<file path="config.mk">
export PLATFORM = sky130hd
export DESIGN_NAME = cfgr_top
export DESIGN_NICKNAME = d
export VERILOG_FILES = /design/src/inc/cfgr_pkg.sv /design/src/design/cfgr_top.sv /design/src/design/cfgr_sync.sv /design/src/design/cfgr_pins.sv
export SDC_FILE = /design/constraint.sdc
export NUM_CORES = 1
export LEC_CHECK = 0
export ABC_AREA = 1
export BUFFER_PORTS_ARGS = -buffer_cell sky130_fd_sc_hd__clkbuf_2
export CAP_MARGIN = 20
export CORE_ASPECT_RATIO = 0.6
export CORE_MARGIN = 5
export CORE_UTILIZATION = 40
export DETAILED_ROUTE_END_ITERATION = 10
export PLACE_DENSITY_LB_ADDON = 0.12
export SETUP_SLACK_MARGIN = 0.4
export SLEW_MARGIN = 10
export SYNTH_ARGS = -nofsm -noshare
export SYNTH_HDL_FRONTEND = slang
export SYNTH_SLANG_ARGS = --single-unit
</file>
<file path="constraint.sdc">
create_clock -name clk -period 3.4 [get_ports clk]
set_input_delay 0.51 -clock clk [delete_from_list [all_inputs] [get_ports clk]]
set_output_delay 0.51 -clock clk [all_outputs]
set_load 0.03 [all_outputs]
</file>
<file path="src/inc/cfgr_pkg.sv">
// Shared constants and types for the configuration restart and start-up controller
package cfgr_pkg;

    // ------------------------------------------------------------
    // Timing
    // ------------------------------------------------------------
    localparam int CLK_PERIOD_NS = 40;
    localparam int ERR_HOLD_NS   = 40000;
    localparam int ERR_HOLD_CYC  = (ERR_HOLD_NS + CLK_PERIOD_NS - 1) / CLK_PERIOD_NS;
    localparam int INIT_GAP_NS   = 320;
    localparam int INIT_GAP_CYC  = (INIT_GAP_NS + CLK_PERIOD_NS - 1) / CLK_PERIOD_NS;
    localparam int CNT_W         = 10;

    // ------------------------------------------------------------
    // Dual-purpose pins
    // ------------------------------------------------------------
    localparam int NUM_DP        = 8;
    localparam int SER_UNUSED_LO = 1;
    localparam int SER_UNUSED_HI = 7;

    typedef enum logic [1:0] {
        PM_USER_IO   = 2'h0,
        PM_INPUT_Z   = 2'h1,
        PM_DRIVE_GND = 2'h2,
        PM_DRIVE_ANY = 2'h3
    } cfgr_pin_mode_t;

    // ------------------------------------------------------------
    // Register map (byte addresses)
    // ------------------------------------------------------------
    localparam int          ADDR_W        = 5;
    localparam logic [4:0]  OFS_CTRL      = 5'h00;
    localparam logic [4:0]  OFS_PIN_MODE  = 5'h04;
    localparam logic [4:0]  OFS_STATE     = 5'h08;
    localparam logic [4:0]  OFS_IRQ_STAT  = 5'h0C;
    localparam logic [4:0]  OFS_IRQ_MASK  = 5'h10;

    localparam int CTRL_AUTO_RESTART = 0;
    localparam int CTRL_CLEARS_FIRST = 1;
    localparam int CTRL_PASSIVE_SER  = 2;
    localparam int CTRL_W            = 3;

    localparam int STATE_LINE_BIT    = 8;
    localparam int STATE_REQ_BIT     = 9;
    localparam int STATE_WRITABLE    = 10;

    localparam int IRQ_DONE    = 0;
    localparam int IRQ_ERROR   = 1;
    localparam int IRQ_RESTART = 2;
    localparam int IRQ_W       = 3;

    localparam logic [CTRL_W-1:0]   CTRL_RST     = 3'h1;
    localparam logic [2*NUM_DP-1:0] PIN_MODE_RST = 16'h0004;
    localparam logic [IRQ_W-1:0]    IRQ_MASK_RST = 3'h0;

    // ------------------------------------------------------------
    // Sequencer states
    // ------------------------------------------------------------
    typedef enum logic [6:0] {
        S_IDLE   = 7'h01,
        S_CONFIG = 7'h02,
        S_INIT   = 7'h04,
        S_USER   = 7'h08,
        S_ERR    = 7'h10,
        S_WAIT   = 7'h20,
        S_HALT   = 7'h40
    } cfgr_state_t;

endpackage : cfgr_pkg

</file>
<file path="src/design/cfgr_top.sv">
// Configuration error restart and start-up sequencer with Avalon-MM registers
// Function
// - Each dual-purpose pin after configuration: user I/O, input, drive low, drive any.
// - Pins unused by the selected scheme default to user I/O after configuration.
// - On a configuration error pull the status line low and reset config logic.
// - Hold the status line low for the reset time-out, then release it.
// - With auto-restart on, restart configuration alone after releasing the status line.
// - Restart only once both the device and configuration device release the line.
// - All general I/O stay high impedance throughout configuration.
// - Release-order off: release I/O tri-states first, then register clears.
// - Release-order on: release register clears first, then I/O tri-states.
//
// Implementation choices: the register addresses and the Avalon-MM slave port.
`timescale 1ns/10ps
module cfgr_top
    import cfgr_pkg::*;
(
    input  wire logic              clk,
    input  wire logic              rstn,
    input  wire logic [ADDR_W-1:0] address,
    input  wire logic              read,
    input  wire logic              write,
    input  wire logic [31:0]       writedata,
    output logic      [31:0]       readdata,
    output logic                   waitrequest,
    output logic                   irq,
    input  wire logic              cfg_request_n,
    input  wire logic              cfg_status_line_n_i,
    output logic                   cfg_status_line_n_o,
    output logic                   cfg_status_line_n_oe,
    input  wire logic              cfg_data_done,
    input  wire logic              cfg_data_error,
    output logic                   cfg_logic_reset,
    output logic                   io_hold_z,
    output logic                   reg_clear,
    input  wire logic [NUM_DP-1:0] usr_dp_out,
    input  wire logic [NUM_DP-1:0] usr_dp_oe,
    output logic      [NUM_DP-1:0] dp_out,
    output logic      [NUM_DP-1:0] dp_oe
);

    // ------------------------------------------------------------
    // Pin synchronisers
    // ------------------------------------------------------------
    logic [1:0] sync_level;
    logic       req_n_s;
    logic       line_s;

    cfgr_sync #(.W (2)) u_sync (
        .clk    (clk),
        .rstn   (rstn),
        .pin_in ({cfg_request_n, cfg_status_line_n_i}),
        .level  (sync_level)
    );

    assign req_n_s = sync_level[1];
    assign line_s  = sync_level[0];

    // ------------------------------------------------------------
    // Sequencer
    // ------------------------------------------------------------
    cfgr_state_t       state;
    cfgr_state_t       next_state;
    logic [CNT_W-1:0]  cnt;
    logic [CNT_W-1:0]  next_cnt;
    logic              next_status_oe;
    logic              next_logic_reset;
    logic              next_io_hold_z;
    logic              next_reg_clear;
    logic [CTRL_W-1:0] ctrl;
    logic              auto_restart;
    logic              clears_first;
    logic              cfg_writable;

    assign auto_restart = ctrl[CTRL_AUTO_RESTART];
    assign clears_first = ctrl[CTRL_CLEARS_FIRST];
    assign cfg_writable = (state == S_IDLE) || (state == S_HALT);

    always_comb
    begin
        next_state = state;
        next_cnt   = cnt;
        case (state)
            S_IDLE:
            begin
                next_cnt = '0;
                if (req_n_s && line_s)
                    next_state = S_CONFIG;
            end
            S_CONFIG:
            begin
                next_cnt = '0;
                if (cfg_data_error)
                    next_state = S_ERR;
                else if (cfg_data_done)
                    next_state = S_INIT;
            end
            S_INIT:
            begin
                if (cnt == CNT_W'(INIT_GAP_CYC - 1))
                    next_state = S_USER;
                else
                    next_cnt = cnt + CNT_W'(1);
            end
            S_USER:
                next_cnt = '0;
            S_ERR:
            begin
                if (cnt == CNT_W'(ERR_HOLD_CYC - 1))
                begin
                    next_cnt   = '0;
                    next_state = auto_restart ? S_WAIT : S_HALT;
                end
                else
                    next_cnt = cnt + CNT_W'(1);
            end
            S_WAIT:
            begin
                if (line_s)
                    next_state = S_CONFIG;
            end
            S_HALT:
            begin
                if (!req_n_s)
                    next_state = S_IDLE;
            end
            default:
                next_state = S_IDLE;
        endcase
        // A low request aborts any phase except the error hold
        if (!req_n_s && state != S_ERR && state != S_HALT)
        begin
            next_state = S_IDLE;
            next_cnt   = '0;
        end
    end

    always_comb
    begin
        next_status_oe   = (next_state == S_ERR);
        next_logic_reset = (next_state == S_ERR);
        next_io_hold_z   = 1'b1;
        next_reg_clear   = 1'b1;
        if (next_state == S_USER)
        begin
            next_io_hold_z = 1'b0;
            next_reg_clear = 1'b0;
        end
        else if (next_state == S_INIT)
        begin
            next_io_hold_z = clears_first;
            next_reg_clear = !clears_first;
        end
    end

    always_ff @(posedge clk or negedge rstn)
    begin
        if (!rstn)
        begin
            state                <= S_IDLE;
            cnt                  <= '0;
            cfg_status_line_n_o  <= 1'b0;
            cfg_status_line_n_oe <= 1'b0;
            cfg_logic_reset      <= 1'b0;
            io_hold_z            <= 1'b1;
            reg_clear            <= 1'b1;
        end
        else
        begin
            state                <= next_state;
            cnt                  <= next_cnt;
            cfg_status_line_n_o  <= 1'b0;
            cfg_status_line_n_oe <= next_status_oe;
            cfg_logic_reset      <= next_logic_reset;
            io_hold_z            <= next_io_hold_z;
            reg_clear            <= next_reg_clear;
        end
    end

    // ------------------------------------------------------------
    // Dual-purpose pins
    // ------------------------------------------------------------
    logic [2*NUM_DP-1:0] pin_mode;

    cfgr_pins u_pins (
        .clk                   (clk),
        .rstn                  (rstn),
        .io_hold_z             (io_hold_z),
        .passive_serial_scheme (ctrl[CTRL_PASSIVE_SER]),
        .pin_mode              (pin_mode),
        .usr_dp_out            (usr_dp_out),
        .usr_dp_oe             (usr_dp_oe),
        .dp_out                (dp_out),
        .dp_oe                 (dp_oe)
    );

    // ------------------------------------------------------------
    // Register slave and interrupts
    // ------------------------------------------------------------
    logic [IRQ_W-1:0]    irq_stat;
    logic [IRQ_W-1:0]    irq_mask;
    logic [IRQ_W-1:0]    next_irq_stat;
    logic [IRQ_W-1:0]    next_irq_mask;
    logic [IRQ_W-1:0]    irq_evt;
    logic [CTRL_W-1:0]   next_ctrl;
    logic [2*NUM_DP-1:0] next_pin_mode;
    logic [31:0]         next_readdata;
    logic                next_waitrequest;
    logic                next_irq;
    logic                wr_go;
    logic                rd_go;

    assign wr_go = write && !waitrequest;
    assign rd_go = read && waitrequest;

    assign irq_evt[IRQ_DONE]    = (state == S_INIT) && (next_state == S_USER);
    assign irq_evt[IRQ_ERROR]   = (state == S_CONFIG) && (next_state == S_ERR);
    assign irq_evt[IRQ_RESTART] = (state == S_WAIT) && (next_state == S_CONFIG);

    always_comb
    begin
        next_waitrequest = !((read || write) && waitrequest);
        next_readdata    = readdata;
        next_ctrl        = ctrl;
        next_pin_mode    = pin_mode;
        next_irq_mask    = irq_mask;
        next_irq_stat    = irq_stat;
        if (rd_go)
        begin
            case (address)
                OFS_CTRL:     next_readdata = {29'h0, ctrl};
                OFS_PIN_MODE: next_readdata = {16'h0, pin_mode};
                OFS_STATE:    next_readdata = {21'h0, cfg_writable, req_n_s, line_s, 1'b0, state};
                OFS_IRQ_STAT: next_readdata = {29'h0, irq_stat};
                OFS_IRQ_MASK: next_readdata = {29'h0, irq_mask};
                default:      next_readdata = 32'h0;
            endcase
        end
        if (wr_go)
        begin
            case (address)
                OFS_CTRL:
                    if (cfg_writable)
                        next_ctrl = writedata[CTRL_W-1:0];
                OFS_PIN_MODE:
                    if (cfg_writable)
                        next_pin_mode = writedata[2*NUM_DP-1:0];
                OFS_IRQ_STAT: next_irq_stat = irq_stat & ~writedata[IRQ_W-1:0];
                OFS_IRQ_MASK: next_irq_mask = writedata[IRQ_W-1:0];
                default:      next_irq_stat = irq_stat;
            endcase
        end
        // A new event wins over a clear in the same cycle
        next_irq_stat = next_irq_stat | irq_evt;
        next_irq      = |(next_irq_stat & next_irq_mask);
    end

    always_ff @(posedge clk or negedge rstn)
    begin
        if (!rstn)
        begin
            waitrequest <= 1'b1;
            readdata    <= 32'h0;
            ctrl        <= CTRL_RST;
            pin_mode    <= PIN_MODE_RST;
            irq_mask    <= IRQ_MASK_RST;
            irq_stat    <= '0;
            irq         <= 1'b0;
        end
        else
        begin
            waitrequest <= next_waitrequest;
            readdata    <= next_readdata;
            ctrl        <= next_ctrl;
            pin_mode    <= next_pin_mode;
            irq_mask    <= next_irq_mask;
            irq_stat    <= next_irq_stat;
            irq         <= next_irq;
        end
    end
endmodule : cfgr_top

</file>
<file path="src/design/cfgr_sync.sv">
// Three-stage pin synchroniser with agreement filter
`timescale 1ns/10ps
module cfgr_sync
    import cfgr_pkg::*;
#(
    parameter int W = 2
)(
    input  wire logic         clk,
    input  wire logic         rstn,
    input  wire logic [W-1:0] pin_in,
    output logic      [W-1:0] level
);

    logic [W-1:0] ff1;
    logic [W-1:0] ff2;
    logic [W-1:0] ff3;
    logic [W-1:0] next_level;

    // A change counts only once the second and third stages agree
    always_comb
    begin
        next_level = level;
        for (int i = 0; i < W; i++)
        begin
            if (ff2[i] == ff3[i])
                next_level[i] = ff3[i];
        end
    end

    // Lines idle high through their pull-ups
    always_ff @(posedge clk or negedge rstn)
    begin
        if (!rstn)
        begin
            ff1   <= '1;
            ff2   <= '1;
            ff3   <= '1;
            level <= '1;
        end
        else
        begin
            ff1   <= pin_in;
            ff2   <= ff1;
            ff3   <= ff2;
            level <= next_level;
        end
    end

endmodule : cfgr_sync

</file>
<file path="src/design/cfgr_pins.sv">
// Dual-purpose configuration pin behaviour after configuration
`timescale 1ns/10ps
module cfgr_pins
    import cfgr_pkg::*;
(
    input  wire logic                clk,
    input  wire logic                rstn,
    input  wire logic                io_hold_z,
    input  wire logic                passive_serial_scheme,
    input  wire logic [2*NUM_DP-1:0] pin_mode,
    input  wire logic [NUM_DP-1:0]   usr_dp_out,
    input  wire logic [NUM_DP-1:0]   usr_dp_oe,
    output logic      [NUM_DP-1:0]   dp_out,
    output logic      [NUM_DP-1:0]   dp_oe
);

    logic [NUM_DP-1:0] next_dp_out;
    logic [NUM_DP-1:0] next_dp_oe;

    genvar g;
    generate
        for (g = 0; g < NUM_DP; g++)
        begin : g_pin
            cfgr_pin_mode_t eff_mode;

            // Pins the scheme leaves unused fall back to user I/O
            always_comb
            begin
                if (passive_serial_scheme && g >= SER_UNUSED_LO && g <= SER_UNUSED_HI)
                    eff_mode = PM_USER_IO;
                else
                    eff_mode = cfgr_pin_mode_t'(pin_mode[2*g +: 2]);
            end

            always_comb
            begin
                next_dp_out[g] = 1'b0;
                next_dp_oe[g]  = 1'b0;
                if (!io_hold_z)
                begin
                    case (eff_mode)
                        PM_USER_IO:
                        begin
                            next_dp_out[g] = usr_dp_out[g];
                            next_dp_oe[g]  = usr_dp_oe[g];
                        end
                        PM_INPUT_Z:   next_dp_oe[g] = 1'b0;
                        PM_DRIVE_GND: next_dp_oe[g] = 1'b1;
                        PM_DRIVE_ANY:
                        begin
                            next_dp_out[g] = usr_dp_out[g];
                            next_dp_oe[g]  = 1'b1;
                        end
                        default:      next_dp_oe[g] = 1'b0;
                    endcase
                end
            end
        end
    endgenerate

    always_ff @(posedge clk or negedge rstn)
    begin
        if (!rstn)
        begin
            dp_out <= '0;
            dp_oe  <= '0;
        end
        else
        begin
            dp_out <= next_dp_out;
            dp_oe  <= next_dp_oe;
        end
    end
endmodule : cfgr_pins

</file>
==> out/results.tsv <==
metric	value	unit
Required @ worst endpoint	3.60	ns
CP cell instances	nor2_1 -> nand2_2 -> inv_2 -> nand2_2 -> nand2_2 -> nand3_2 -> nor2_1 -> a21oi_1	
P_sw	739	uW
worst-path fanout max	32	
Nets	702	
reg2reg setup slack	1.31	ns
Yosys reg bits	87	
Antenna diodes	0	
Setup Skew	0.00589	ns
Worst Hold Class	in -> async	
fin. max-slew vios	0	
Core ar.	10700	um^2
1st-iter DRT viols	296	
FMAX	0.477	GHz
type of origin of the critical path	flop	
critical path's most frequent cell	nand2_2	
Yosys cell types	38	
Max Cap Viol	0	
clk_lat worst skew	0.34	ns
Std-Cell Rows	29	
routability cong.	0.908	
DIE AREA	13400	um^2
Setup WS post-layout	1.31	ns
maximum vdd drop	0.000256	V
CP bufs+invs	1	
input/output buffers	82	
I/O pins	116	
Setup Slack @ Placement	1.22	ns
FF/Latch Area	2190	um^2
post-synthesis cell area	4460	um^2
Initial Utilization	41.6	%
Via density	4.88	
Multi-input gate area	1870	um^2
Gates resized, CTS repair	0	
Avg WL per Cell	14.9	um
sequential power share	46.7	%
vias	3780	
area grow syn2layout	17.2	%
first drt pass iteration count	5	
Clock Tree Buf Depth	2	
Crit Reg-Reg Endpoint	pin_mode[3]	
status	complete, no violations	
Overall Global Routing Usage	17.4	%
actual slew at the worst max-slew pin	0.615	ns
Sw Share	29.5	%
internal power	1.77	mW
Min Hold Slack	0.156	ns
cell count after synthesis	545	
Reg clk slew, reported paths	0.06	ns
reg2reg path depth	8	
Hold Vio Cnt, Final	0	
final core occ	48.7	%
Crit. End Element	flop	
Setup violations, final	0	
first-pass GRT wire length	18700	um
Period minus WS final	2.09	ns
FF-to-FF Start	state[2]	
RSZ-0062 raised after global routing	no	
Syn. warnings	0	
Avg Inst Size Synth	8.19	um^2
Die Wd	146	um
drt total wl	11500	um
initial antenna violation count	0	
CP peak stage delay	0.47	ns
Routed Antenna Nets	0	
Power Dens Cells	480	nW/um^2
DP HPWL	8850	um
placed cell area	4950	um^2
cell family with most CP delay	simple AND/OR/NAND/NOR gates	
Worst EP arrival	2.29	ns
largest net degree at the start of global routing	44	
Die Ht	91.8	um
Sink Count	87	
critical path type	reg -> reg	
Slowest cell on crit path	nand3_2	
CTS Buf Count	9	
Max-Slew Margin vs Limit	58.9	%
Clock Power Share	37.2	%
Final Cycle Share	61.6	%
Residual DRC	0	
Setup TNS Final	0	ns
Comb power frac	16.2	%
filler cell count	1106	
H-tree levels	3	
setup repair bufs after CTS	0	
total grt overflow	0	
fin area	5230	um^2
vias in the first global route	3492	
leakage	2.86	nW
hold_buf cts	0	
layout cell share with drive strength beyond 1	22.7	%
post-synthesis sequential area ratio	49.2	%
root buffer cell	clkbuf_16	
TritonCTS clock tree	done	
==> sequential cells by signal (all words and copies together), names as in the netlist <==
register,cells
irq_mask,3
u_sync.ff3,2
ctrl,3
u_pins.dp_out,8
irq,1
waitrequest,1
readdata,16
u_pins.dp_oe,8
u_sync.level,2
state,7
cnt,10
io_hold_z,1
u_sync.ff1,2
u_sync.ff2,2
cfg_logic_reset,1
pin_mode,16
irq_stat,3
reg_clear,1
==> synthesized netlist by cell type (all sizes together) <==
library cell / count / area (um^2)
a21oi: 19 / 95.1
nor2: 47 / 220
o21ai: 38 / 194
inv: 72 / 270
o31ai: 4 / 30.0
conb: 1 / 3.75
buf: 24 / 174
nand3: 39 / 225
nand3b: 4 / 30.0
or2: 1 / 6.26
o21bai: 1 / 7.51
nand2: 163 / 654
o211ai: 1 / 7.51
nor3b: 4 / 30.0
dfstp: 14 / 368
clkbuf: 4 / 15.0
nand4: 6 / 37.5
xnor2: 1 / 8.76
o2111ai: 1 / 8.76
ha: 11 / 138
and3: 1 / 6.26
o22ai: 9 / 56.3
nor3: 5 / 30.0
maj3: 2 / 20.0
dfrtp: 73 / 1830
==> power by group through the flow <==
| stage | clock network, mW | logic [mW] | registers [mW] |
|---|---|---|---|
| floorplan | 0 | 0.283 | 1.18 |
| global placement | 0 | 0.402 | 1.18 |
| detailed placement | 0 | 0.404 | 1.19 |
| CTS | 0.957 | 0.407 | 1.17 |
| global route | 0.997 | 0.464 | 1.18 |
| finish | 0.932 | 0.406 | 1.17 |
==> metrics by stage <==
step	power, mW	instances
3_3_place_gp	1.59	758
2_1_floorplan	1.47	561
6_report	2.51	774
5_1_grt	2.64	774
4_1_cts	2.53	774
3_5_place_dp	1.59	758
==> cell families after synthesis <==
group	count (synthesis)	synth area share (%)
XOR/XNOR	1	0.196
other	1	0.0840
AO/OA/AOI/OAI	73	8.94
buffers and inverters	100	10.3
flip-flops	87	49.2
adder cells (fa/ha/maj)	13	3.53
AND/OR/NAND/NOR	270	27.8
==> placed cells by master, fill, tap and decap left out, drive strengths merged <==
master	instances
buf	5
maj3	2
nor2	47
clkinvlp	1
dfstp	14
ha	11
nor3	5
o21bai	1
o21ai	38
nand3	39
o2111ai	1
clkinv	2
o31ai	4
nand2	163
and3	1
inv	72
nand3b	4
a21oi	19
conb	17
o211ai	1
or2	1
nand4	6
xnor2	1
dfrtp	73
nor3b	4
o22ai	9
clkbuf	94
==> area by class of cell <==
type / count / area share, %
inverters: 72 / 5.17
repair buffers: 86 / 8.47
well taps: 139 / 3.33
multi-input cells: 374 / 35.8
clock inverters: 3 / 0.335
flip-flops and latches: 87 / 42.0
clock buffers: 13 / 4.98
==> worst max-delay path by stage <==
stage	from	cells after the start	endpoint	slack, ns
6_report	state[2]	8	pin_mode[3]	1.31
5_1_grt	state[3]	8	pin_mode[10]	1.05
4_1_cts	state[2]	8	pin_mode[3]	1.30
3_5_place_dp	address[1]	8	pin_mode[5]	1.22
3_3_place_gp	address[1]	8	pin_mode[4]	1.29
2_1_floorplan	cnt[0]	9	cnt[0]	1.92
==> layer usage <==
metal | track usage [%] | part of all wire (%) | vias up | routed length [um]
met5 | 0 | 0 | - | 0
met4 | 3.99 | 0.90 | 0 | 104
met3 | 4.58 | 7.1 | 10 | 815
met2 | 22.2 | 38 | 130 | 4390
met1 | 28.3 | 54 | 1761 | 6210
li1 | - | - | 1879 | -
Note: power is estimated with default switching activity, not from simulation.
